$ cat config.mk
export PLATFORM = sky130hd
export DESIGN_NAME = single_wire_bus_master_timing
export DESIGN_NICKNAME = d
export VERILOG_FILES = /design/src/bus_timing_pkg.sv /design/src/state_clock_tick.sv /design/src/result_skid_buffer.sv /design/src/single_wire_bus_master_timing.sv
export VERILOG_INCLUDE_DIRS = /design/src
export SDC_FILE = /design/constraint.sdc
export NUM_CORES = 1
export LEC_CHECK = 0
export BUFFER_PORTS_ARGS = -buffer_cell sky130_fd_sc_hd__buf_4
export CAP_MARGIN = 10
export CORE_MARGIN = 2
export CORE_UTILIZATION = 69
export DETAILED_ROUTE_END_ITERATION = 16
export PLACE_DENSITY = 0.87
export SYNTH_ARGS = -nofsm -noshare
export SYNTH_HDL_FRONTEND = slang
export SYNTH_SLANG_ARGS = --single-unit
$ cat constraint.sdc
create_clock -name CLK_I -period 8 [get_ports CLK_I]
set_input_delay 0.4 -clock CLK_I [delete_from_list [all_inputs] [get_ports CLK_I]]
set_output_delay 0.4 -clock CLK_I [all_outputs]
set_load 0.01 [all_outputs]
$ cat src/bus_timing_map.svh
`ifndef BUS_TIMING_MAP_SVH
`define BUS_TIMING_MAP_SVH

// ==========================================================
// Clock and conversions
`define CLK_MHZ 125
`define US2CYC(us) ((us) * `CLK_MHZ)
`define NS2CYC(ns) (((ns) * `CLK_MHZ) / 1000)

// ==========================================================
// State-machine clock periods
`define T_TICK_STD_NS 1000
`define T_TICK_OD_NS 50

// ==========================================================
// Line timing, microseconds (standard / overdrive / long line)
`define T_RSTL_STD_US 626
`define T_RSTL_OD_US 63
`define T_RSTH_STD_US 636
`define T_RSTH_OD_US 74
`define T_PDS_STD_US 31
`define T_PDS_LONG_US 38
`define T_PDS_OD_US 4
`define T_ABS_STD_US 75
`define T_ABS_OD_US 8
`define T_SLOT_STD_US 86
`define T_SLOT_OD_US 15
`define T_LOW1_STD_US 6
`define T_LOW1_LONG_US 9
`define T_LOW1_OD_US 1
`define T_LOW0_STD_US 78
`define T_LOW0_OD_US 10
`define T_RDV_STD_US 15
`define T_RDV_LONG_US 25
`define T_RDV_OD_US 2
`define T_PMM_US 15

// ==========================================================
// Strong pullup timing, microseconds
`define T_ON1_STD_US 8
`define T_ON1_OD_US 1
`define T_ON2_US 10
`define T_ON3_STD_US 64
`define T_ON3_OD_US 9
`define T_ON4_STD_US 8
`define T_ON4_OD_US 1
`define T_DLY1_US 1
`define T_DLY2_STD_US 499
`define T_DLY2_OD_US 39
`define T_DLY3_US 1
`define T_OFF1_US 2
`define T_OFF2_US 1
`define T_OFF_FIRST_US 4

`endif

$ cat src/bus_timing_pkg.sv
package bus_timing_pkg;

  // ==========================================================
  // Modes and commands
  typedef enum logic [1:0] {
    SPEED_STD = 2'h0,
    SPEED_OD = 2'h1,
    SPEED_LONG = 2'h2
  } speed_e;

  typedef enum logic [1:0] {
    OP_RESET = 2'h0,
    OP_WRITE = 2'h1,
    OP_READ = 2'h2
  } op_e;

  typedef struct packed {
    op_e op;
    logic bit_val;
    logic first_bit;
    logic last_bit;
  } cmd_s;

  typedef struct packed {
    op_e op;
    logic bit_val;
  } rsp_s;

  // ==========================================================
  // State machines
  typedef enum logic [4:0] {
    ST_IDLE = 5'h01,
    ST_OFF = 5'h02,
    ST_LOW = 5'h04,
    ST_HIGH = 5'h08,
    ST_POST = 5'h10
  } seq_state_e;

  typedef enum logic [4:0] {
    SP_IDLE = 5'h01,
    SP_DELAY = 5'h02,
    SP_WAIT = 5'h04,
    SP_ON = 5'h08,
    SP_HOLD = 5'h10
  } spu_state_e;

  typedef enum logic [1:0] {
    PH_PRES1 = 2'h0,
    PH_PRES2 = 2'h1,
    PH_RECOV = 2'h2
  } spu_phase_e;

endpackage

$ cat src/state_clock_tick.sv
`timescale 1ns/100ps
`include "bus_timing_map.svh"

module state_clock_tick (
  input wire logic clk_i,
  input wire logic rst_i,
  input wire logic fast_i,
  output logic tick_o
);
  localparam logic [6:0] STD_CYC = 7'(`NS2CYC(`T_TICK_STD_NS));
  localparam logic [6:0] OD_CYC = 7'(`NS2CYC(`T_TICK_OD_NS));

  logic [6:0] cnt_reg;

  always_ff @(posedge clk_i or posedge rst_i) begin
    if (rst_i) begin
      cnt_reg <= 7'h00;
      tick_o <= 1'b0;
    end else if (cnt_reg >= (fast_i ? OD_CYC : STD_CYC) - 7'h01) begin
      cnt_reg <= 7'h00;
      tick_o <= 1'b1;
    end else begin
      cnt_reg <= cnt_reg + 7'h01;
      tick_o <= 1'b0;
    end
  end
endmodule

$ cat src/result_skid_buffer.sv
`timescale 1ns/100ps

module result_skid_buffer
  import bus_timing_pkg::*;
(
  input wire logic clk_i,
  input wire logic rst_i,
  input wire logic in_valid_i,
  output logic in_ready_o,
  input wire rsp_s in_data_i,
  output logic out_valid_o,
  input wire logic out_ready_i,
  output rsp_s out_data_o
);
  logic skid_valid_reg;
  rsp_s skid_data_reg;
  logic in_fire;

  assign in_ready_o = !skid_valid_reg;
  assign in_fire = in_valid_i && !skid_valid_reg;

  // ==========================================================
  // Output stage, refilled from the skid entry first
  always_ff @(posedge clk_i or posedge rst_i) begin
    if (rst_i) begin
      out_valid_o <= 1'b0;
      out_data_o <= '0;
    end else if (!out_valid_o || out_ready_i) begin
      if (skid_valid_reg) begin
        out_valid_o <= 1'b1;
        out_data_o <= skid_data_reg;
      end else begin
        out_valid_o <= in_fire;
        if (in_fire) begin
          out_data_o <= in_data_i;
        end
      end
    end
  end

  // ==========================================================
  // Second entry, filled while the receiver stalls
  always_ff @(posedge clk_i or posedge rst_i) begin
    if (rst_i) begin
      skid_valid_reg <= 1'b0;
      skid_data_reg <= '0;
    end else if (!out_valid_o || out_ready_i) begin
      skid_valid_reg <= 1'b0;
    end else if (in_fire) begin
      skid_valid_reg <= 1'b1;
      skid_data_reg <= in_data_i;
    end
  end
endmodule

$ cat src/single_wire_bus_master_timing.sv
`timescale 1ns/100ps
`include "bus_timing_map.svh"

module single_wire_bus_master_timing
  import bus_timing_pkg::*;
#(
  parameter logic [16:0] RSTL_STD_CYC = 17'(`US2CYC(`T_RSTL_STD_US)),
  parameter logic [16:0] RSTL_OD_CYC = 17'(`US2CYC(`T_RSTL_OD_US)),
  parameter logic [16:0] RSTH_STD_CYC = 17'(`US2CYC(`T_RSTH_STD_US)),
  parameter logic [16:0] RSTH_OD_CYC = 17'(`US2CYC(`T_RSTH_OD_US)),
  parameter logic [16:0] ABS_STD_CYC = 17'(`US2CYC(`T_ABS_STD_US)),
  parameter logic [16:0] PDS_LONG_CYC = 17'(`US2CYC(`T_PDS_LONG_US)),
  parameter logic [16:0] SLOT_STD_CYC = 17'(`US2CYC(`T_SLOT_STD_US)),
  parameter logic [16:0] LOW0_STD_CYC = 17'(`US2CYC(`T_LOW0_STD_US)),
  parameter logic [16:0] ON3_STD_CYC = 17'(`US2CYC(`T_ON3_STD_US)),
  parameter logic [16:0] DLY2_STD_CYC = 17'(`US2CYC(`T_DLY2_STD_US)),
  parameter logic [16:0] DLY2_OD_CYC = 17'(`US2CYC(`T_DLY2_OD_US))
) (
  input wire logic CLK_I,
  input wire logic RESET_I,
  input wire logic CMD_VALID_I,
  output logic CMD_READY_O,
  input wire cmd_s CMD_I,
  input wire speed_e SPEED_I,
  input wire logic PULSE_MASKING_MODE_I,
  input wire logic SPU_CONTINUOUS_I,
  input wire logic BUS_LINE_I,
  output logic BUS_LINE_O,
  output logic BUS_LINE_OE_O,
  output logic STRONG_PULLUP_ENABLE_N_O,
  output logic RSP_VALID_O,
  input wire logic RSP_READY_I,
  output rsp_s RSP_O
);
  // ==========================================================
  // Cycle counts
  localparam logic [16:0] PDS_STD = 17'(`US2CYC(`T_PDS_STD_US));
  localparam logic [16:0] PDS_OD = 17'(`US2CYC(`T_PDS_OD_US));
  localparam logic [16:0] ABS_OD = 17'(`US2CYC(`T_ABS_OD_US));
  localparam logic [16:0] SLOT_OD = 17'(`US2CYC(`T_SLOT_OD_US));
  localparam logic [16:0] LOW1_STD = 17'(`US2CYC(`T_LOW1_STD_US));
  localparam logic [16:0] LOW1_LONG = 17'(`US2CYC(`T_LOW1_LONG_US));
  localparam logic [16:0] LOW1_OD = 17'(`US2CYC(`T_LOW1_OD_US));
  localparam logic [16:0] LOW0_OD = 17'(`US2CYC(`T_LOW0_OD_US));
  localparam logic [16:0] RDV_STD = 17'(`US2CYC(`T_RDV_STD_US));
  localparam logic [16:0] RDV_LONG = 17'(`US2CYC(`T_RDV_LONG_US));
  localparam logic [16:0] RDV_OD = 17'(`US2CYC(`T_RDV_OD_US));
  localparam logic [16:0] PMM_CYC = 17'(`US2CYC(`T_PMM_US));
  localparam logic [16:0] ON1_STD = 17'(`US2CYC(`T_ON1_STD_US));
  localparam logic [16:0] ON1_OD = 17'(`US2CYC(`T_ON1_OD_US));
  localparam logic [16:0] ON2_CYC = 17'(`US2CYC(`T_ON2_US));
  localparam logic [16:0] ON3_OD = 17'(`US2CYC(`T_ON3_OD_US));
  localparam logic [16:0] ON4_STD = 17'(`US2CYC(`T_ON4_STD_US));
  localparam logic [16:0] ON4_OD = 17'(`US2CYC(`T_ON4_OD_US));
  localparam logic [16:0] DLY1_CYC = 17'(`US2CYC(`T_DLY1_US));
  localparam logic [16:0] DLY3_CYC = 17'(`US2CYC(`T_DLY3_US));
  localparam logic [16:0] OFF1_CYC = 17'(`US2CYC(`T_OFF1_US));
  localparam logic [16:0] OFF2_CYC = 17'(`US2CYC(`T_OFF2_US));
  localparam logic [16:0] OFF_FIRST = 17'(`US2CYC(`T_OFF_FIRST_US));

  seq_state_e st_reg;
  spu_state_e sp_reg;
  spu_phase_e ph_reg;
  cmd_s cmd_reg;
  speed_e speed_reg;
  logic pmm_reg;
  logic cont_reg;
  logic line_oe_reg;
  logic found_reg;
  logic spu_n_reg;
  logic [16:0] cnt_reg;
  logic [16:0] off_reg;
  logic [16:0] low_reg;
  logic [16:0] high_reg;
  logic [16:0] samp_reg;
  logic [16:0] win_reg;
  logic [16:0] sp_cnt_reg;
  logic [16:0] sp_dur_reg;
  logic [16:0] off_next;
  logic [16:0] low_next;
  logic [16:0] high_next;
  logic [16:0] samp_next;
  logic [16:0] win_next;
  logic [16:0] low1;
  logic [16:0] slot;
  logic [16:0] rdv;
  logic take;
  logic release_now;
  logic mask_now;
  logic od;
  logic lg;
  logic sp_od;
  logic tick;
  logic line_high_ok;
  logic buf_ready;
  rsp_s rsp_in;

  assign take = CMD_VALID_I && CMD_READY_O;
  assign od = (SPEED_I == SPEED_OD);
  assign lg = (SPEED_I == SPEED_LONG);
  assign sp_od = (speed_reg == SPEED_OD);
  assign release_now = (st_reg == ST_LOW) && (cnt_reg == low_reg - 17'h00001);
  assign BUS_LINE_O = 1'b0;
  assign BUS_LINE_OE_O = line_oe_reg;
  assign STRONG_PULLUP_ENABLE_N_O = spu_n_reg;

  // ==========================================================
  // Interval selection at command take
  always_comb begin
    low1 = od ? LOW1_OD : (lg ? LOW1_LONG : LOW1_STD);
    slot = od ? SLOT_OD : SLOT_STD_CYC;
    rdv = od ? RDV_OD : (lg ? RDV_LONG : RDV_STD);
    off_next = OFF2_CYC;
    low_next = low1;
    high_next = slot - low1;
    samp_next = rdv - low1;
    win_next = rdv - low1;
    if (CMD_I.op == OP_RESET) begin
      off_next = OFF1_CYC;
      low_next = od ? RSTL_OD_CYC : RSTL_STD_CYC;
      high_next = od ? RSTH_OD_CYC : RSTH_STD_CYC;
      samp_next = od ? PDS_OD : (lg ? PDS_LONG_CYC : PDS_STD);
      win_next = od ? ABS_OD : ABS_STD_CYC;
    end else begin
      if (CMD_I.first_bit) begin
        off_next = OFF_FIRST;
      end
      if (CMD_I.op == OP_WRITE && !CMD_I.bit_val) begin
        low_next = od ? LOW0_OD : LOW0_STD_CYC;
        high_next = slot - low_next;
      end
    end
  end

  // ==========================================================
  // Sequence controller
  always_ff @(posedge CLK_I or posedge RESET_I) begin
    if (RESET_I) begin
      st_reg <= ST_IDLE;
      cnt_reg <= 17'h00000;
      CMD_READY_O <= 1'b1;
      cmd_reg <= '0;
      speed_reg <= SPEED_STD;
      pmm_reg <= 1'b0;
      cont_reg <= 1'b0;
      off_reg <= 17'h00000;
      low_reg <= 17'h00000;
      high_reg <= 17'h00000;
      samp_reg <= 17'h00000;
      win_reg <= 17'h00000;
    end else begin
      case (st_reg)
        ST_IDLE: begin
          if (take) begin
            st_reg <= ST_OFF;
            cnt_reg <= 17'h00000;
            CMD_READY_O <= 1'b0;
            cmd_reg <= CMD_I;
            speed_reg <= SPEED_I;
            pmm_reg <= PULSE_MASKING_MODE_I;
            cont_reg <= SPU_CONTINUOUS_I;
            off_reg <= off_next;
            low_reg <= low_next;
            high_reg <= high_next;
            samp_reg <= samp_next;
            win_reg <= win_next;
          end
        end
        ST_OFF: begin
          if (cnt_reg == off_reg - 17'h00001) begin
            st_reg <= ST_LOW;
            cnt_reg <= 17'h00000;
          end else begin
            cnt_reg <= cnt_reg + 17'h00001;
          end
        end
        ST_LOW: begin
          if (release_now) begin
            st_reg <= ST_HIGH;
            cnt_reg <= 17'h00000;
          end else begin
            cnt_reg <= cnt_reg + 17'h00001;
          end
        end
        ST_HIGH: begin
          if (cnt_reg == high_reg - 17'h00001) begin
            st_reg <= ST_POST;
            cnt_reg <= 17'h00000;
          end else begin
            cnt_reg <= cnt_reg + 17'h00001;
          end
        end
        ST_POST: begin
          if (buf_ready) begin
            st_reg <= ST_IDLE;
            CMD_READY_O <= 1'b1;
          end
        end
        default: begin
          st_reg <= ST_IDLE;
          CMD_READY_O <= 1'b1;
        end
      endcase
    end
  end

  // ==========================================================
  // Line drive
  // masking after 15 us of a standard reset
  assign mask_now = pmm_reg && (speed_reg == SPEED_STD) && (cmd_reg.op == OP_RESET)
                    && (st_reg == ST_HIGH) && (cnt_reg >= PMM_CYC - 17'h00001)
                    && (cnt_reg != high_reg - 17'h00001);

  always_ff @(posedge CLK_I or posedge RESET_I) begin
    if (RESET_I) begin
      line_oe_reg <= 1'b0;
    end else if (st_reg == ST_OFF && cnt_reg == off_reg - 17'h00001) begin
      line_oe_reg <= 1'b1;
    end else if (st_reg == ST_LOW) begin
      line_oe_reg <= !release_now;
    end else begin
      line_oe_reg <= mask_now;
    end
  end

  // ==========================================================
  // Line sampling
  always_ff @(posedge CLK_I or posedge RESET_I) begin
    if (RESET_I) begin
      found_reg <= 1'b0;
    end else if (take) begin
      found_reg <= 1'b0;
    end else if (st_reg == ST_HIGH) begin
      if (cmd_reg.op == OP_RESET) begin
        if (cnt_reg >= samp_reg - 17'h00001 && cnt_reg <= win_reg - 17'h00001
            && !line_oe_reg && !BUS_LINE_I) begin
          found_reg <= 1'b1;
        end
      end else if (cnt_reg == samp_reg - 17'h00001) begin
        found_reg <= BUS_LINE_I;
      end
    end
  end

  // ==========================================================
  // Strong pullup controller
  // tick-gated high test in read slots and presence recovery
  assign line_high_ok = (ph_reg == PH_PRES2 || cmd_reg.op == OP_READ) ?
                        (tick && BUS_LINE_I) : 1'b1;

  always_ff @(posedge CLK_I or posedge RESET_I) begin
    if (RESET_I) begin
      sp_reg <= SP_IDLE;
      ph_reg <= PH_RECOV;
      sp_cnt_reg <= 17'h00000;
      sp_dur_reg <= 17'h00000;
      spu_n_reg <= 1'b1;
    end else if (take) begin
      sp_reg <= SP_IDLE;
      spu_n_reg <= 1'b1;
    end else begin
      case (sp_reg)
        SP_IDLE: begin
          if (release_now) begin
            // turn-on delay, slot wait state adds a cycle
            sp_reg <= SP_DELAY;
            sp_cnt_reg <= 17'h00000;
            sp_dur_reg <= (cmd_reg.op == OP_RESET) ? DLY1_CYC : DLY3_CYC - 17'h00001;
            ph_reg <= (cmd_reg.op == OP_RESET) ? PH_PRES1 : PH_RECOV;
          end
        end
        SP_DELAY: begin
          if (sp_cnt_reg == sp_dur_reg - 17'h00001) begin
            sp_cnt_reg <= 17'h00000;
            if (ph_reg == PH_PRES1) begin
              sp_reg <= SP_ON;
              sp_dur_reg <= sp_od ? ON1_OD : ON1_STD;
              spu_n_reg <= 1'b0;
            end else begin
              sp_reg <= SP_WAIT;
            end
          end else begin
            sp_cnt_reg <= sp_cnt_reg + 17'h00001;
          end
        end
        SP_WAIT: begin
          // enable at once in write slots, else on a tick with the line high
          if (line_high_ok) begin
            spu_n_reg <= 1'b0;
            sp_cnt_reg <= 17'h00000;
            sp_reg <= SP_ON;
            if (ph_reg == PH_PRES2) begin
              sp_dur_reg <= ON2_CYC;
            end else if (cmd_reg.last_bit && cont_reg) begin
              sp_reg <= SP_HOLD;
            end else if (cmd_reg.op == OP_WRITE && !cmd_reg.bit_val) begin
              sp_dur_reg <= sp_od ? ON4_OD : ON4_STD;
            end else begin
              sp_dur_reg <= sp_od ? ON3_OD : ON3_STD_CYC;
            end
          end
        end
        SP_ON: begin
          if (sp_cnt_reg == sp_dur_reg - 17'h00001) begin
            spu_n_reg <= 1'b1;
            sp_cnt_reg <= 17'h00000;
            if (ph_reg == PH_PRES1) begin
              sp_reg <= SP_DELAY;
              ph_reg <= PH_PRES2;
              sp_dur_reg <= sp_od ? DLY2_OD_CYC : DLY2_STD_CYC;
            end else begin
              sp_reg <= SP_IDLE;
            end
          end else begin
            sp_cnt_reg <= sp_cnt_reg + 17'h00001;
          end
        end
        SP_HOLD: begin
          spu_n_reg <= 1'b0;
        end
        default: begin
          sp_reg <= SP_IDLE;
          spu_n_reg <= 1'b1;
        end
      endcase
    end
  end

  // ==========================================================
  // State clock and result path
  state_clock_tick u_tick (
    .clk_i(CLK_I),
    .rst_i(RESET_I),
    .fast_i(sp_od),
    .tick_o(tick)
  );

  always_comb begin
    rsp_in.op = cmd_reg.op;
    rsp_in.bit_val = (cmd_reg.op == OP_WRITE) ? cmd_reg.bit_val : found_reg;
  end

  result_skid_buffer u_buf (
    .clk_i(CLK_I),
    .rst_i(RESET_I),
    .in_valid_i(st_reg == ST_POST),
    .in_ready_o(buf_ready),
    .in_data_i(rsp_in),
    .out_valid_o(RSP_VALID_O),
    .out_ready_i(RSP_READY_I),
    .out_data_o(RSP_O)
  );
endmodule

==> metrics.txt <==
Residual DRC=0; DR iter-0 viols=~1100; Netlist cell types=slightly below 90; post_cts resized=0; ANT nets after route=0; worst vdd ir=0.293 mV; Worst Hold Class=in -> async; dominant cells by area after synthesis=dfrtp_1 (34%), ha_1 (7.5%), xnor2_1 (5.5%); ANT cells=0; area of the core=between 10000 and 15000 sq um; CTS tree=yes; CP Launch Type=register; Crit path depth=10; net count after synthesis=between 1000 and 1500; ys flop type=dfrtp_1; Worst EP arrival=between 4000 and 5000 ps; FF-to-FF path depth=10; sequential share of the synthesized area=a little over a third; routed vias/inst=roughly 6.7; Max FO, Critical Path=17; RSZ-0062 raised after global routing=no; Die H=126 um; Fin Setup TNS=0 ps; max_cap viols=0; fin nets=1256; Tmin final=approximately 4200 ps; Rows=44; largest net degree at the start of global routing=83; slowest stage cell, crit path=a2111oi_4; CTS Hold Buffers Added=0; worst setup path category=reg -> reg; H-tree level count=4; die area=about 16000 sq um; average routed wire per standard cell=~19 um; Layout Area Growth over Synthesis=8.26%; IO Port Bufs=20; Cells after Synth=~1200; DR pass1 iterations=7; Remaining Overflow, GRT=0; Commonest cells post-synth=dfrtp_1 (137), nand2_1 (111), nor2_1 (104); dpl cells=between 1000 and 1500; clock slew at reported path FFs=60 ps; CP peak stage delay=roughly 500 ps; Avg Cell Area, Syn=approximately 8.5 sq um; Final Hold Vio Count=0; Slew @ Worst Pin=1210 ps; crit path buf inv count=1; root buf cell=clkbuf_16; Fmax=237 MHz; Post-synth EDFFs=0; Synth area leader=dfrtp_1; initial antenna violation count=0; Die X=126 um; initial core utilization=a little over two thirds; number of global-route vias before repair=8832; GP Congestion=0.985; Critical Path End Type=register; Max Slew Vio Count=0; ys async rst share=100%; Critical Path RT=about 8300 ps; routed vias=between 9000 and 10000; number of buffers created by CTS=17; I/O pin count=22; Max Root-Sink Buffers=2; fin crit share=approximately 53%; Final HPWL DP=around 19 mm; post-layout util=76.5%; layout cells sized above 1=under 10%; status=complete, no violations; top-area cell type share of the netlist area=33.5%; Rel. slew slack=19.5%; Clock Sink Count=between 100 and 150; power density over the cells=around 340 nW/um^2; top-count cell post-synth=dfrtp_1; final WL=26.7 mm; fin cells=1377; Final setup violation count=0; gr usage total=a little over a third; first-pass GRT wire length=44.3 mm; crit-path cells=inv_1, ha_1, or3b_1, o41ai_1, xor2_1, a2111o_1, a2111oi_4, a21oi_2, a21oi_4, mux2_2; CP delay by family, top=compound AO/OA/AOI/OAI gates; later-pin clock latency in the skew report=430 ps; Static Leak=around 0.0048 uW; Yosys reg bits=142; Setup Skew=8.74 ps; postcts setup bufs=0; Synth Warn #=0; Syn Std Cell Area=between 10000 and 15000 sq um
power breakdown:
group	leakage [uW]	switching (uW)	internal (uW)
sequential	0.00177	375	968
clock	0.000319	307	576
combinational	0.00268	899	672
per-stage QoR:
step	setup WS (ps)	area [sq um]	hold slack (ps)	total power, uW
2_1_floorplan	3800	10200	445	2470
3_3_place_gp	4000	10400	462	2800
3_5_place_dp	3790	10400	464	2870
4_1_cts	3710	11100	130	3770
5_1_grt	3360	11100	149	4070
6_report	3790	11100	86.0	3800
worst register-to-register path, delay by kind of cell, from the launching register on:
| family | cells | cell delay, ps |
|---|---|---|
| flops | 1 | 440 |
| mux | 1 | 400 |
| xor+xnor | 1 | 120 |
| compound gates | 5 | 2240 |
| fa+ha+maj | 1 | 280 |
| simple gates | 1 | 480 |
| buf+inv | 1 | 120 |
kinds of logic after synthesis:
logic type | count (synthesis) | share of synthesized area [%]
XOR/XNOR | 93 | 7.97
other | 1 | 0.0367
adder cells (fa/ha/maj) | 62 | 7.56
flip-flops | 142 | 34.8
AO/OA/AOI/OAI | 285 | 18.9
AND/OR/NAND/NOR | 482 | 23.9
buffers and inverters | 109 | 4.12
multiplexers | 25 | 2.75
cells in the final DEF (no fill, tap or decap), types with 14 or more instances in the layout:
| master | count |
|---|---|
| o22ai_1 | 16 |
| a21o_1 | 25 |
| ha_1 | 61 |
| a2111oi_0 | 16 |
| nand2b_1 | 17 |
| nor2b_1 | 14 |
| a21oi_1 | 53 |
| nor2_1 | 103 |
| or3_1 | 14 |
| clkbuf_16 | 17 |
| dfrtp_1 | 137 |
| mux2_2 | 14 |
| inv_1 | 41 |
| and3_1 | 14 |
| nor4_1 | 22 |
| nand2_1 | 111 |
| xnor2_1 | 64 |
| nor3_1 | 52 |
| xor2_1 | 29 |
| o21ai_0 | 70 |
| nand3_1 | 51 |
| nand4_1 | 22 |
| buf_4 | 27 |
metal layers:
layer | vias up | share of wire (%) | GRT usage [%]
li1 | 4317 | - | -
met2 | 415 | 47 | 55.5
met3 | 82 | 8.1 | 8.33
met5 | - | 0 | 0
met4 | 0 | 3.9 | 14.7
met1 | 4353 | 41 | 45.7
area by class of cell:
class / instances / area (sq um)
fillers: 1054 / 3410
clock inverters: 10 / 185
clock buffers: 21 / 470
well taps: 184 / 230
repair buffers: 28 / 208
multi-input cells: 948 / 6250
flip-flops and latches: 142 / 3560
inverters: 44 / 170
path summary, 6_finish.rpt:
check / from / endpoint / slack [ps]
worst min register to register: cmd_reg[0] / cmd_reg[0] / 480
min in group CLK_I: CMD_I[0] / cmd_reg[0] / 160
worst max-delay path: low_reg[0] / sp_dur_reg[7] / 3790
worst max register to register: low_reg[0] / sp_dur_reg[7] / 3790
max in group asynchronous: RESET_I / cmd_reg[4] / 6660
worst min-delay path: RESET_I / cnt_reg[4] / 90
(Power assumes the default switching activity.)
